--- src/rtl/pbl_defines.svh ---
// register offsets, reset values and field positions for the port pins
`ifndef PBL_DEFINES_SVH
`define PBL_DEFINES_SVH

`define PBL_ADDR_W 3
`define PBL_DATA_W 8
`define PBL_NPINS 4

`define PBL_ADDR_DIR 3'h0
`define PBL_ADDR_LAT 3'h1
`define PBL_ADDR_PIN 3'h2
`define PBL_ADDR_ANA 3'h3
`define PBL_ADDR_REMAP 3'h4
`define PBL_ADDR_CTRL 3'h5

`define PBL_RST_DIR 4'hF
`define PBL_RST_LAT 4'h0
`define PBL_RST_DIG 4'h0
`define PBL_RST_REMAP 4'h0
`define PBL_RST_PUDN 1'h1

`define PBL_CTRL_PUDN_BIT 0

`define PBL_RST_OUT 4'h0
`define PBL_RST_OE 4'h0
`define PBL_RST_PU 4'h0
`define PBL_RST_ANA 4'hF
`define PBL_RST_PIN 4'h0
`define PBL_RST_RDATA 8'h00

`endif

--- src/rtl/pbl_pkg.sv ---
// types shared by the port pin logic
package pbl_pkg;

  // software-visible configuration
  typedef struct packed {
    logic [3:0] port_direction;
    logic [3:0] port_output_latch;
    logic [3:0] analog_config_high;
    logic [3:0] remap_select;
    logic pullup_disable_n;
  } pbl_cfg_type;

  // per-pin drive towards the pad
  typedef struct packed {
    logic [3:0] pin_out;
    logic [3:0] pin_oe;
    logic [3:0] pullup_en;
    logic [3:0] analog_en;
    logic [3:0] periph_in;
  } pbl_pad_type;

  // on-chip functions that share the pins
  typedef struct packed {
    logic [3:0] periph_out;
    logic [3:0] parallel_en;
    logic [3:0] parallel_out;
    logic debug_en;
  } pbl_func_type;

endpackage

--- src/rtl/pbl_port.sv ---
// top of the lower-nibble port pins: registers, pin mux, pad flops
//
// Decided for this implementation: the strobed register port and the address map.
`timescale 1ns/1ps
`include "pbl_defines.svh"

module pbl_port #(
  parameter logic [3:0] PARALLEL_MASK = 4'hE, // pins with parallel outputs
  parameter logic [3:0] DEBUG_MASK = 4'hF // pins shared with debug
) (
  input wire logic i_clk, // system clock, 125 MHz
  input wire logic i_resetn, // async reset, active low
  input wire logic [`PBL_ADDR_W-1:0] i_addr, // register address
  input wire logic [`PBL_DATA_W-1:0] i_wdata, // write data
  input wire logic i_wr, // write strobe
  input wire logic i_rd, // read strobe
  output logic [`PBL_DATA_W-1:0] o_rdata, // read data
  input wire logic [3:0] i_pin_in, // pad input levels
  output logic [3:0] o_pin_out, // pad output levels
  output logic [3:0] o_pin_oe, // pad output enables, high drives
  output logic [3:0] o_pullup_en, // weak pull-up enables
  output logic [3:0] o_analog_en, // analog path select
  input wire logic [3:0] i_periph_out, // remapped peripheral outputs
  output logic [3:0] o_periph_in, // remapped peripheral inputs
  input wire logic [3:0] i_parallel_en, // parallel port owns the pin
  input wire logic [3:0] i_parallel_out, // parallel address/byte enable
  input wire logic i_debug_en // programming or debug active
);

  pbl_pkg::pbl_cfg_type cfg;
  pbl_pkg::pbl_func_type func;
  pbl_pkg::pbl_pad_type pad_nxt;
  pbl_pkg::pbl_pad_type pad_r;
  logic [3:0] pin_rd;

  // ----------------------------------------------------------------
  // register file
  // ----------------------------------------------------------------
  pbl_regs u_regs (
    .i_clk(i_clk),
    .i_resetn(i_resetn),
    .i_addr(i_addr),
    .i_wdata(i_wdata),
    .i_wr(i_wr),
    .i_rd(i_rd),
    .i_pin_rd(pin_rd),
    .o_rdata(o_rdata),
    .o_cfg(cfg)
  );

  // ----------------------------------------------------------------
  // pin function selection
  // ----------------------------------------------------------------
  always_comb begin
    func.periph_out = i_periph_out;
    func.parallel_en = i_parallel_en;
    func.parallel_out = i_parallel_out;
    func.debug_en = i_debug_en;
  end

  pbl_pin_mux #(
    .PARALLEL_MASK(PARALLEL_MASK),
    .DEBUG_MASK(DEBUG_MASK)
  ) u_mux (
    .i_cfg(cfg),
    .i_func(func),
    .i_pin_in(i_pin_in),
    .o_pad(pad_nxt),
    .o_pin_rd(pin_rd)
  );

  // ----------------------------------------------------------------
  // pad flops, every pad output comes from here; o_rdata comes from the register file
  // ----------------------------------------------------------------
  always_ff @(posedge i_clk or negedge i_resetn) begin
    if (!i_resetn) begin
      pad_r.pin_out <= `PBL_RST_OUT;
      pad_r.pin_oe <= `PBL_RST_OE;
      pad_r.pullup_en <= `PBL_RST_PU;
      pad_r.analog_en <= `PBL_RST_ANA;
      pad_r.periph_in <= `PBL_RST_PIN;
    end else begin
      pad_r <= pad_nxt;
    end
  end

  assign o_pin_out = pad_r.pin_out;
  assign o_pin_oe = pad_r.pin_oe;
  assign o_pullup_en = pad_r.pullup_en;
  assign o_analog_en = pad_r.analog_en;
  assign o_periph_in = pad_r.periph_in;

  // ----------------------------------------------------------------
  // assertions
  // ----------------------------------------------------------------
  logic [3:0] dbg_m;
  logic [3:0] par_m;
  logic [3:0] plain_m;
  logic [3:0] remap_out_m;
  logic [3:0] remap_in_m;
  logic [3:0] in_m;
  logic [3:0] plain_ana_m;

  always_comb begin
    dbg_m = i_debug_en ? DEBUG_MASK : 4'h0;
    par_m = i_parallel_en & PARALLEL_MASK & ~dbg_m;
    plain_m = ~cfg.port_direction & ~cfg.remap_select & ~par_m & ~dbg_m;
    remap_out_m = ~cfg.port_direction & cfg.remap_select & ~par_m & ~dbg_m;
    remap_in_m = cfg.port_direction & cfg.remap_select & ~par_m & ~dbg_m;
    in_m = cfg.port_direction & ~par_m;
    plain_ana_m = plain_m & ~cfg.analog_config_high;
  end
endmodule

--- src/rtl/pbl_regs.sv ---
// register file of the port pins, plain strobe bus
`timescale 1ns/1ps
`include "pbl_defines.svh"

module pbl_regs (
  input wire logic i_clk, // system clock
  input wire logic i_resetn, // async reset, active low
  input wire logic [`PBL_ADDR_W-1:0] i_addr, // register address
  input wire logic [`PBL_DATA_W-1:0] i_wdata, // write data
  input wire logic i_wr, // write strobe
  input wire logic i_rd, // read strobe
  input wire logic [3:0] i_pin_rd, // gated pin levels
  output logic [`PBL_DATA_W-1:0] o_rdata, // read data, cycle after strobe
  output pbl_pkg::pbl_cfg_type o_cfg // current configuration
);

  pbl_pkg::pbl_cfg_type cfg_r;
  pbl_pkg::pbl_cfg_type cfg_nxt;
  logic [`PBL_DATA_W-1:0] rdata_r;
  logic [`PBL_DATA_W-1:0] rdata_nxt;

  // widen a nibble to the data width, upper bits zero
  function automatic logic [`PBL_DATA_W-1:0] pad4(input logic [3:0] v);
    pad4 = {{(`PBL_DATA_W-4){1'b0}}, v};
  endfunction

  // ----------------------------------------------------------------
  // write and read decode
  // ----------------------------------------------------------------
  always_comb begin
    cfg_nxt = cfg_r;
    rdata_nxt = `PBL_RST_RDATA;
    if (i_wr) begin
      unique case (i_addr)
        `PBL_ADDR_DIR: cfg_nxt.port_direction = i_wdata[3:0];
        `PBL_ADDR_LAT: cfg_nxt.port_output_latch = i_wdata[3:0];
        `PBL_ADDR_ANA: cfg_nxt.analog_config_high = i_wdata[3:0];
        `PBL_ADDR_REMAP: cfg_nxt.remap_select = i_wdata[3:0];
        `PBL_ADDR_CTRL: begin
          cfg_nxt.pullup_disable_n = i_wdata[`PBL_CTRL_PUDN_BIT];
        end
        default: cfg_nxt = cfg_r;
      endcase
    end
    if (i_rd) begin
      unique case (i_addr)
        `PBL_ADDR_DIR: rdata_nxt = pad4(cfg_r.port_direction);
        `PBL_ADDR_LAT: rdata_nxt = pad4(cfg_r.port_output_latch);
        `PBL_ADDR_PIN: rdata_nxt = pad4(i_pin_rd);
        `PBL_ADDR_ANA: rdata_nxt = pad4(cfg_r.analog_config_high);
        `PBL_ADDR_REMAP: rdata_nxt = pad4(cfg_r.remap_select);
        `PBL_ADDR_CTRL: begin
          rdata_nxt = `PBL_RST_RDATA;
          rdata_nxt[`PBL_CTRL_PUDN_BIT] = cfg_r.pullup_disable_n;
        end
        default: rdata_nxt = `PBL_RST_RDATA;
      endcase
    end
  end

  always_ff @(posedge i_clk or negedge i_resetn) begin
    if (!i_resetn) begin
      cfg_r.port_direction <= `PBL_RST_DIR;
      cfg_r.port_output_latch <= `PBL_RST_LAT;
      cfg_r.analog_config_high <= `PBL_RST_DIG;
      cfg_r.remap_select <= `PBL_RST_REMAP;
      cfg_r.pullup_disable_n <= `PBL_RST_PUDN;
      rdata_r <= `PBL_RST_RDATA;
    end else begin
      cfg_r <= cfg_nxt;
      rdata_r <= rdata_nxt;
    end
  end

  assign o_cfg = cfg_r;
  assign o_rdata = rdata_r;

endmodule

--- src/rtl/pbl_pin_mux.sv ---
// per-pin function selection of the four port pins
`timescale 1ns/1ps
`include "pbl_defines.svh"

module pbl_pin_mux #(
  parameter logic [3:0] PARALLEL_MASK = 4'hE, // pins with parallel outputs
  parameter logic [3:0] DEBUG_MASK = 4'hF // pins shared with debug
) (
  input pbl_pkg::pbl_cfg_type i_cfg, // configuration
  input pbl_pkg::pbl_func_type i_func, // shared functions
  input wire logic [3:0] i_pin_in, // pad levels
  output pbl_pkg::pbl_pad_type o_pad, // next pad drive
  output logic [3:0] o_pin_rd // gated levels for reads
);

  logic [3:0] dbg;
  logic [3:0] par;
  logic [3:0] dig_en;

  always_comb begin
    dbg = i_func.debug_en ? DEBUG_MASK : 4'h0;
    par = i_func.parallel_en & PARALLEL_MASK & ~dbg;
    dig_en = i_cfg.analog_config_high & ~dbg;
    // parallel outputs ignore the direction bit
    o_pad.pin_oe = ~dbg & (par | ~i_cfg.port_direction);
    // analog selection never enters the output path
    o_pad.pin_out = (par & i_func.parallel_out) |
      (~par & i_cfg.remap_select & i_func.periph_out) |
      (~par & ~i_cfg.remap_select & i_cfg.port_output_latch);
    // pull-up only on pins that are not driven
    o_pad.pullup_en = ~o_pad.pin_oe & ~dbg &
      {4{~i_cfg.pullup_disable_n}};
    o_pad.analog_en = ~i_cfg.analog_config_high & ~dbg;
    o_pad.periph_in = i_cfg.remap_select & i_cfg.port_direction &
      ~par & dig_en & i_pin_in;
    o_pin_rd = i_pin_in & dig_en;
  end

endmodule

--- config.mk ---
export PLATFORM = sky130hd
export DESIGN_NAME = pbl_port
export DESIGN_NICKNAME = d
export VERILOG_FILES = /design/src/rtl/pbl_pkg.sv /design/src/rtl/pbl_port.sv /design/src/rtl/pbl_regs.sv /design/src/rtl/pbl_pin_mux.sv
export VERILOG_INCLUDE_DIRS = /design/src /design/src/rtl
export SDC_FILE = /design/constraint.sdc
export NUM_CORES = 1
export LEC_CHECK = 0
export BUFFER_PORTS_ARGS = -buffer_cell sky130_fd_sc_hd__buf_4
export CAP_MARGIN = 0
export CORE_MARGIN = 2
export CORE_UTILIZATION = 45
export CTS_CLUSTER_SIZE = 8
export DETAILED_ROUTE_END_ITERATION = 8
export GPL_ROUTABILITY_DRIVEN = 1
export PLACE_DENSITY = 0.86
export SLEW_MARGIN = 20
export SYNTH_ARGS = -nofsm -noshare
export SYNTH_HDL_FRONTEND = slang
export SYNTH_HIERARCHICAL = 1
export SYNTH_SLANG_ARGS = --single-unit
--- constraint.sdc ---
create_clock -name i_clk -period 1.1 [get_ports i_clk]
set_input_delay 0.165 -clock i_clk [delete_from_list [all_inputs] [get_ports i_clk]]
set_output_delay 0.165 -clock i_clk [all_outputs]
set_load 0.05 [all_outputs]
; ---- Yosys cells after proc, flatten, opt, wreduce, memory -nomap -nowiden
; Cells that the tools add are included.
; W data, S select, Z words.
[word_totals]
regBits = 45
inputBits = 32
out_inout_bits = 28
[op_classes]
eq_ne = 5
muxes = 3
n_bitwise = 26
n_reduce_logical = 6
[op_table]
columns = operator, count
row1 = $and A4 B4 Y4, 16
row2 = $not A4 Y4, 6
row3 = $pmux W4 S6, 1
row4 = $or A4 B4 Y4, 3
row5 = $reduce_and A2 Y1, 5
row6 = $mux W8, 1
row7 = $eq A3 B2 Y1 const B, 2
row8 = $eq A3 B3 Y1 const B, 2
row9 = $mux W4, 1
row10 = $eq A3 B1 Y1 const B, 1
row11 = $logic_not A3 Y1, 1
row12 = $not A1 Y1, 1

; ---- Depth between registers and ports, before layout
; Gate-level depths: netlist (run 1).
[depth]
depth_word = 8
ltp_mapped = 6

; ---- Cells and area by module
; Netlist (run 1), hierarchy kept.
[by_module_without_submodules]
columns = module, instances, cells_per_inst, area_per_inst_um2
row1 = pbl_regs, 1, 83, 1094.8
row2 = pbl_port, 1, 20, 505.5
row3 = pbl_pin_mux, 1, 35, 300.3

; ---- Least setup slack after synthesis (run 1)
; Ideal clock, no wire load.
[synth_path]
path_type = register to register
from = register u_regs.cfg_r (netlist bit u_regs/o_cfg[1])
to = register u_regs.rdata_r[0], in the netlist u_regs/o_rdata[0]
setup_ns = 0.119
arrival_ns = 1.038
path_slack_ns = -0.057
stages_incl_launch_ff = 4
n_path_buf = 0
path_cell_list = dfrtp_1 -> mux4_1 -> a21oi_1 -> nor2b_1
[synth_via]
elab_chain_cells = 2
[synth_lines]
columns = element, line_no
row1 = from (decl), pbl_regs.sv:17  ; pbl_pkg::pbl_cfg_type cfg_r;
row2 = from (signal assigned), pbl_regs.sv:70  ; cfg_r <= cfg_nxt;
row3 = $pmux W4 S6, pbl_regs.sv:46  ; unique case (i_addr)
row4 = $mux W8, pbl_regs.sv:45  ; if (i_rd) begin
row5 = net u_regs.rdata_nxt[0], pbl_regs.sv:20  ; logic [`PBL_DATA_W-1:0] rdata_nxt;
row6 = to (signal assigned), pbl_regs.sv:68  ; rdata_r <= `PBL_RST_RDATA;
row7 = to (signal assigned), pbl_regs.sv:71  ; rdata_r <= rdata_nxt;
row8 = to (decl), pbl_regs.sv:19  ; logic [`PBL_DATA_W-1:0] rdata_r;
; The timed path passes the listed nets, and every way through them passes these cells.
; A chain may end at the register's enable or synchronous reset.

; ---- Worst setup path in the final report (run 1)
; Same ends and word-level chain as after synthesis.

==> run_results.csv, run 1 <==
group,metric,value,unit
outcome,status,"finished with violations",
outcome,violations,"negative setup slack",
power_and_ir_drop,irDropWorstVdd,769,µV
detailed_routing,wirelength,3990,µm
clock_network,tritoncts,"yes",
worst_setup_path,start_kind,"flip-flop",
placed_design,place_area,0.00240,mm²
logic_synthesis,synth-seq-cells,41,
hold_path,min-delay-start,"i_parallel_out[1]",
clock_network,h-tree-depth,2,
placed_design,dp.final_hpwl,2900,µm
logic_synthesis,synthFlopType,"dfrtp_1",
detailed_routing,drc,0,
detailed_routing,drt_pre_antenna_iters,4,
timing,fin_tns_setup,-188,ps
worst_setup_path,cp_slowest_cell,"mux4_2",
worst_setup_path,crit_required,1280,ps
floorplanning,row_count,23,
floorplanning,die_area,0.00476,mm²
grt,groute.usage.overall,0.189,
placed_design,gp_congestion,0.737,
worst_setup_path,crit_arrival,1340,ps
detailed_routing,wl_per_cell,15.4,µm
timing,fmax,0.858,GHz
detailed_routing,first_iter_violations,78,
timing,drv_slew,0,
grt,use_met1,0.241,
cells_and_area,finalNetCount,240,
worst_setup_path,cp-end-kind,"flip-flop",
logic_synthesis,synth-edff-count,0,
logic_synthesis,synth_top_cell_by_area,"dfrtp_1",
worst_setup_path,worst-setup-path-type,"flip-flop to flip-flop",
detailed_routing,vias,1313,
logic_synthesis,netlist_area,0.00190,mm²
hold_path,min_path_cells,2,
floorplanning,start_util,0.472,
logic_synthesis,yosys.area.top_type_share,0.421,
floorplanning,die_h,69.0,µm
worst_setup_path,worstPathMaxFanout,2,
clock_network,cts.sinks,41,
detailed_routing,postRouteAntennaNets,0,
worst_setup_path,rr_worst_depth,3,
grt,grt_pass1_wl,6320,µm
hold_path,worstHoldPathType,"input pin to flip-flop",
logic_synthesis,yosysUniqueCellTypes,30,
clock_network,numCtsBuffers,5,
grt,grt.met2_usage,0.309,
cells_and_area,area_growth,34.1,%
timing,fin_crit_sh,1.06,
cells_and_area,layout_common_cells,"buf_4 (64), dfrtp_1 (32), mux2_2 (22)",
grt,antenna_found_initial,0,
floorplanning,ios,60,
grt,grt_start_max_net_pins,42,
cells_and_area,final_common_cell,"buf_4",
cells_and_area,fin_area,0.00255,mm²
grt,grt_pass1_vias,1341,
logic_synthesis,synthTopCellsByArea,"dfrtp_1 (42%), mux2_2 (13%), dfstp_2 (12%)",
grt,grtUsageMet3,0.0455,
timing,setup_ws,-65.8,ps
timing,rsz0062_at_grt,"yes",
worst_setup_path,crit_chain,"mux4_2, a21oi_2, nor2b_1",
logic_synthesis,synth.avg_cell_area,13.8,µm²
grt,grt-busiest-layer,"met2",
timing,clock-skew-final,1.77,ps
logic_synthesis,seq_area_frac_synth,0.546,
cells_and_area,num-fill-cells,312,
worst_setup_path,rrSetupSlack,-70,ps
power_and_ir_drop,p_per_area,1660,mW/mm²
logic_synthesis,yosysWarningCount,6,
logic_synthesis,synth-async-reset-ratio,1.00,
floorplanning,core_area,0.00403,mm²
hold_path,hold_end,"o_pin_out[1]",
floorplanning,die_width,69.0,µm
timing,setup_viol,5,
timing,hold_violations,0,
timing,final.min_clock_period,1170,ps
detailed_routing,via_per_inst,5.09,
placed_design,port_buffers,49,
cells_and_area,drive_gt1_frac,0.591,
cells_and_area,num_antenna_cells,0,
power_and_ir_drop,p_leak,0.00125,µW
clock_network,root_buffer,"clkbuf_8",
logic_synthesis,netlist_instances,138,
cells_and_area,fin_util,0.633,
clock_network,clkSlewWorstSetupHoldPaths,70,ps
clock_network,cts_buffer_depth,2,
worst_setup_path,r2r_start,"u_regs/o_cfg[1]",
grt,gr-total-overflow,0,
job,maxCapViolCount,0,
worst_setup_path,reg2reg_to,"u_regs/o_rdata[0]",
clock_network,clk_latency,290,ps
worst_setup_path,slowest_delay,470,ps
==> flip-flops by register name, summed over array words and instances (netlist names) <==
signal / cells
o_analog_en: 4
o_periph_in: 4
o_pin_oe: 4
o_pin_out: 4
o_pullup_en: 4
u_regs/o_cfg: 17
u_regs/o_rdata: 4
==> worst max-delay path, delay by kind of cell, from the launching register on <==
family	cells	cell delay, ps
mux	1	470
flops	1	380
compound gates	1	140
simple gates	1	60
==> per-layer routing <==
| metal | up-vias | wire [µm] |
|---|---|---|
| li1 | 613 | - |
| met3 | 4 | 256 |
| met2 | 49 | 2050 |
| met5 | - | 0 |
| met4 | 0 | 51 |
| met1 | 647 | 1630 |
==> kinds of logic (layout without fill, tap and decap cells) <==
group	Yosys count	in the layout	synth area share
other	1	4	0.00197
flip-flops	41	41	0.546
AND/OR/NAND/NOR	45	45	0.178
AO/OA/AOI/OAI	9	9	0.0257
buffers and inverters	11	78	0.0467
multiplexers	31	31	0.202
==> synth_stat cells, types with 2 or more instances <==
cell type	count
nor3b_1	4
buf_4	4
nand2b_4	3
a21oi_1	6
nor2b_1	5
nor2_1	9
dfstp_2	9
nand3b_1	2
nor3_1	2
nand2b_1	2
and3b_1	4
o21ai_0	2
mux2i_1	2
mux2_2	22
dfrtp_1	32
nand2_1	5
mux2_4	6
and3_1	2
buf_6	4
and3_2	2
buf_2	2
==> layout make-up <==
type / instances / area, µm² / share of cell area
multi-input cells: 89 / 788 / 0.309
clock buffers: 7 / 86.3 / 0.0339
inverters: 1 / 3.75 / 0.00147
well taps: 50 / 62.6 / 0.0245
flip-flops and latches: 41 / 1040 / 0.407
repair buffers: 70 / 571 / 0.224
==> report_power, final <==
part	internal [µW]	switching (µW)	total, µW	leakage (µW)
combinational	638	707	1350	0.000708
clock	497	469	967	0.0000443
sequential	1780	132	1920	0.000500
total	2920	1310	4230	0.00125
==> how the worst max path moves through the flow <==
stage / from / end / slack [ps] / depth (start not counted)
2_1_floorplan: u_regs/o_cfg[1] / u_regs/o_rdata[0] / -10 / 3
3_3_place_gp: i_addr[0] / u_regs/o_cfg[16] / -100 / 4
3_5_place_dp: i_addr[0] / u_regs/o_cfg[13] / -140 / 4
4_1_cts: u_regs/o_cfg[1] / u_regs/o_rdata[0] / -70 / 3
5_1_grt: u_regs/o_cfg[1] / u_regs/o_rdata[0] / -90 / 3
6_report: u_regs/o_cfg[1] / u_regs/o_rdata[0] / -70 / 3
==> metrics by stage <==
stage                     hold WS, ps  power [µW]  setup slack, ps  instances
final                             104        4230            -65.8        258
after floorplan                  -131        2760            -11.1        141
after global placement            164        3190             -100        248
after CTS                        97.7        4250            -65.2        257
after global routing             92.5        4440            -88.1        258
after detailed placement          167        3220             -135        248
==> what timing repair did <==
| action | 4_1_cts | 5_1_grt |
|---|---|---|
| setup buffers | 1 | 1 |
| hold endpoints to repair | 32 | 0 |
| hold buffers | 1 | 0 |
| setup endpoints to repair | 6 | 11 |
| gates resized for setup | 9 | 1 |
Note: power is estimated with default switching activity, not from simulation.
==> run 2, diff against run 1 <==
--- a/config.mk
+++ b/config.mk
@@ -14,6 +14,7 @@
 export DETAILED_ROUTE_END_ITERATION = 8
 export GPL_ROUTABILITY_DRIVEN = 1
 export PLACE_DENSITY = 0.86
+export SETUP_SLACK_MARGIN = 0.1
 export SLEW_MARGIN = 20
 export SYNTH_ARGS = -nofsm -noshare
 export SYNTH_HDL_FRONTEND = slang
==> run 2 against run 1 <==
Net effect:
- the run still ends with negative setup slack left
- sequential power about the same
- flip-flop and latch count stayed put
- global-route usage is 0.62 points lower
- via count is 1.8% lower
- utilization increased by 3.2 points
- clock power fell by 5.0%
- register-to-register slack is essentially flat
- hold slack barely moved
==> run_results.csv, run 2 (synthesis gave the netlist of run 1 again) <==
group,metric,value,unit
cells_and_area,finalNetCount,240,
detailed_routing,via_per_inst,4.98,
clock_network,clkSlewWorstSetupHoldPaths,70,ps
timing,setup_ws,-60.8,ps
floorplanning,die_area,0.00476,mm²
grt,antenna_found_initial,0,
grt,grt_start_max_net_pins,42,
grt,grt_pass1_wl,6130,µm
timing,rsz0062_at_grt,"yes",
clock_network,numCtsBuffers,5,
worst_setup_path,cp_slowest_cell,"mux4_2",
floorplanning,die_width,69.0,µm
worst_setup_path,slowest_delay,480,ps
clock_network,clk_latency,290,ps
cells_and_area,largest_reg_flops,17,
placed_design,place_area,0.00238,mm²
cells_and_area,num_antenna_cells,0,
job,maxCapViolCount,0,
cells_and_area,final_common_cell,"buf_4",
cells_and_area,layout_common_cells,"buf_4 (43), dfrtp_1 (32), buf_6 (22)",
worst_setup_path,crit_required,1270,ps
timing,timing.hold.ws,104,ps
outcome,violations,"negative setup slack",
worst_setup_path,crit_chain,"mux4_2, a21oi_2, nor2b_1",
detailed_routing,vias,1290,
grt,groute.usage.overall,0.183,
worst_setup_path,crit_arrival,1330,ps
clock_network,cts.sinks,41,
clock_network,root_buffer,"clkbuf_8",
power_and_ir_drop,p_per_area,1630,mW/mm²
worst_setup_path,rr_worst_depth,3,
cells_and_area,area_growth,40.8,%
clock_network,tritoncts,"yes",
outcome,status,"finished with violations",
timing,fin_tns_setup,-177,ps
detailed_routing,wirelength,3930,µm
timing,fmax,0.861,GHz
cells_and_area,fin_area,0.00268,mm²
detailed_routing,drt_pre_antenna_iters,4,
worst_setup_path,start_kind,"flip-flop",
placed_design,gp_congestion,0.766,
grt,gr-total-overflow,0,
timing,setup_viol,5,
detailed_routing,wl_per_cell,15.2,µm
floorplanning,die_h,69.0,µm
hold_path,worstHoldPathType,"input pin to flip-flop",
worst_setup_path,cp-end-kind,"flip-flop",
detailed_routing,first_iter_violations,69,
floorplanning,row_count,23,
clock_network,cts_buffer_depth,2,
worst_setup_path,worstPathMaxFanout,2,
timing,fin_crit_sh,1.06,
floorplanning,ios,60,
placed_design,dp.final_hpwl,2880,µm
hold_path,min_path_cells,2,
placed_design,dp_slack,-87.8,ps
worst_setup_path,worst-setup-path-type,"flip-flop to flip-flop",
clock_network,h-tree-depth,2,
timing,clock-skew-final,4.20,ps
detailed_routing,drc,0,
detailed_routing,postRouteAntennaNets,0,
timing,drv_slew,0,
cells_and_area,fin_util,0.664,
timing,hold_violations,0,
power_and_ir_drop,irDropWorstVdd,589,µV
timing,final.min_clock_period,1160,ps
floorplanning,start_util,0.472,
cells_and_area,drive_gt1_frac,0.612,
floorplanning,core_area,0.00403,mm²
grt,grt_pass1_vias,1289,
placed_design,port_buffers,49,
power_and_ir_drop,p_leak,0.00130,µW
[run 2: report_power, final]
part | internal, µW | switching [µW]
Combinational | 762 | 734
Sequential | 1790 | 154
Clock | 451 | 469
[run 2: final timing paths]
path,to,startpoint,slack [ps]
worst min register to register,o_analog_en[3],u_regs/o_cfg[8],420
worst max register to register,u_regs/o_rdata[0],u_regs/o_cfg[1],-60
max in group asynchronous,u_regs/o_cfg[16],i_resetn,350
worst min-delay path,o_pin_out[3],i_parallel_out[3],100
worst max-delay path,u_regs/o_rdata[0],u_regs/o_cfg[1],-60
min in group asynchronous,u_regs/o_rdata[1],i_resetn,400
[run 2: through the flow]
stage	cells	power [µW]
2_1_floorplan	141	2780
3_3_place_gp	245	3190
3_5_place_dp	245	3240
4_1_cts	259	4340
5_1_grt	259	4570
6_report	259	4350
[run 2: per-layer routing]
layer	track usage	share of wire	vias to the layer above	wire length, µm
met5	0	0	-	0
met4	0.0441	0.0043	0	17
met3	0.0584	0.058	2	229
met2	0.315	0.52	44	2050
met1	0.223	0.42	629	1640
li1	-	-	615	-
[run 2: layout make-up]
cell class,instances,area [µm²]
Tap cell,50,62.6
Clock buffer,8,80.1
Multi-Input combinational cell,89,852
Fill cell,295,1350
Timing Repair Buffer,70,641
Inverter,1,3.75
Sequential cell,41,1040
[run 2: worst max-delay path: cells and delay by family, from the launching register on]
kind	cells	cell delay, ps
mux	1	480
compound gates	1	130
simple gates	1	60
flops	1	380
[run 2: timing repair]
action	in CTS	in global routing
setup endpoints to repair	30	39
resized for setup	32	10
gates cloned	0	0
setup buffers	5	0
hold buffers	1	0
hold endpoints to repair	32	0
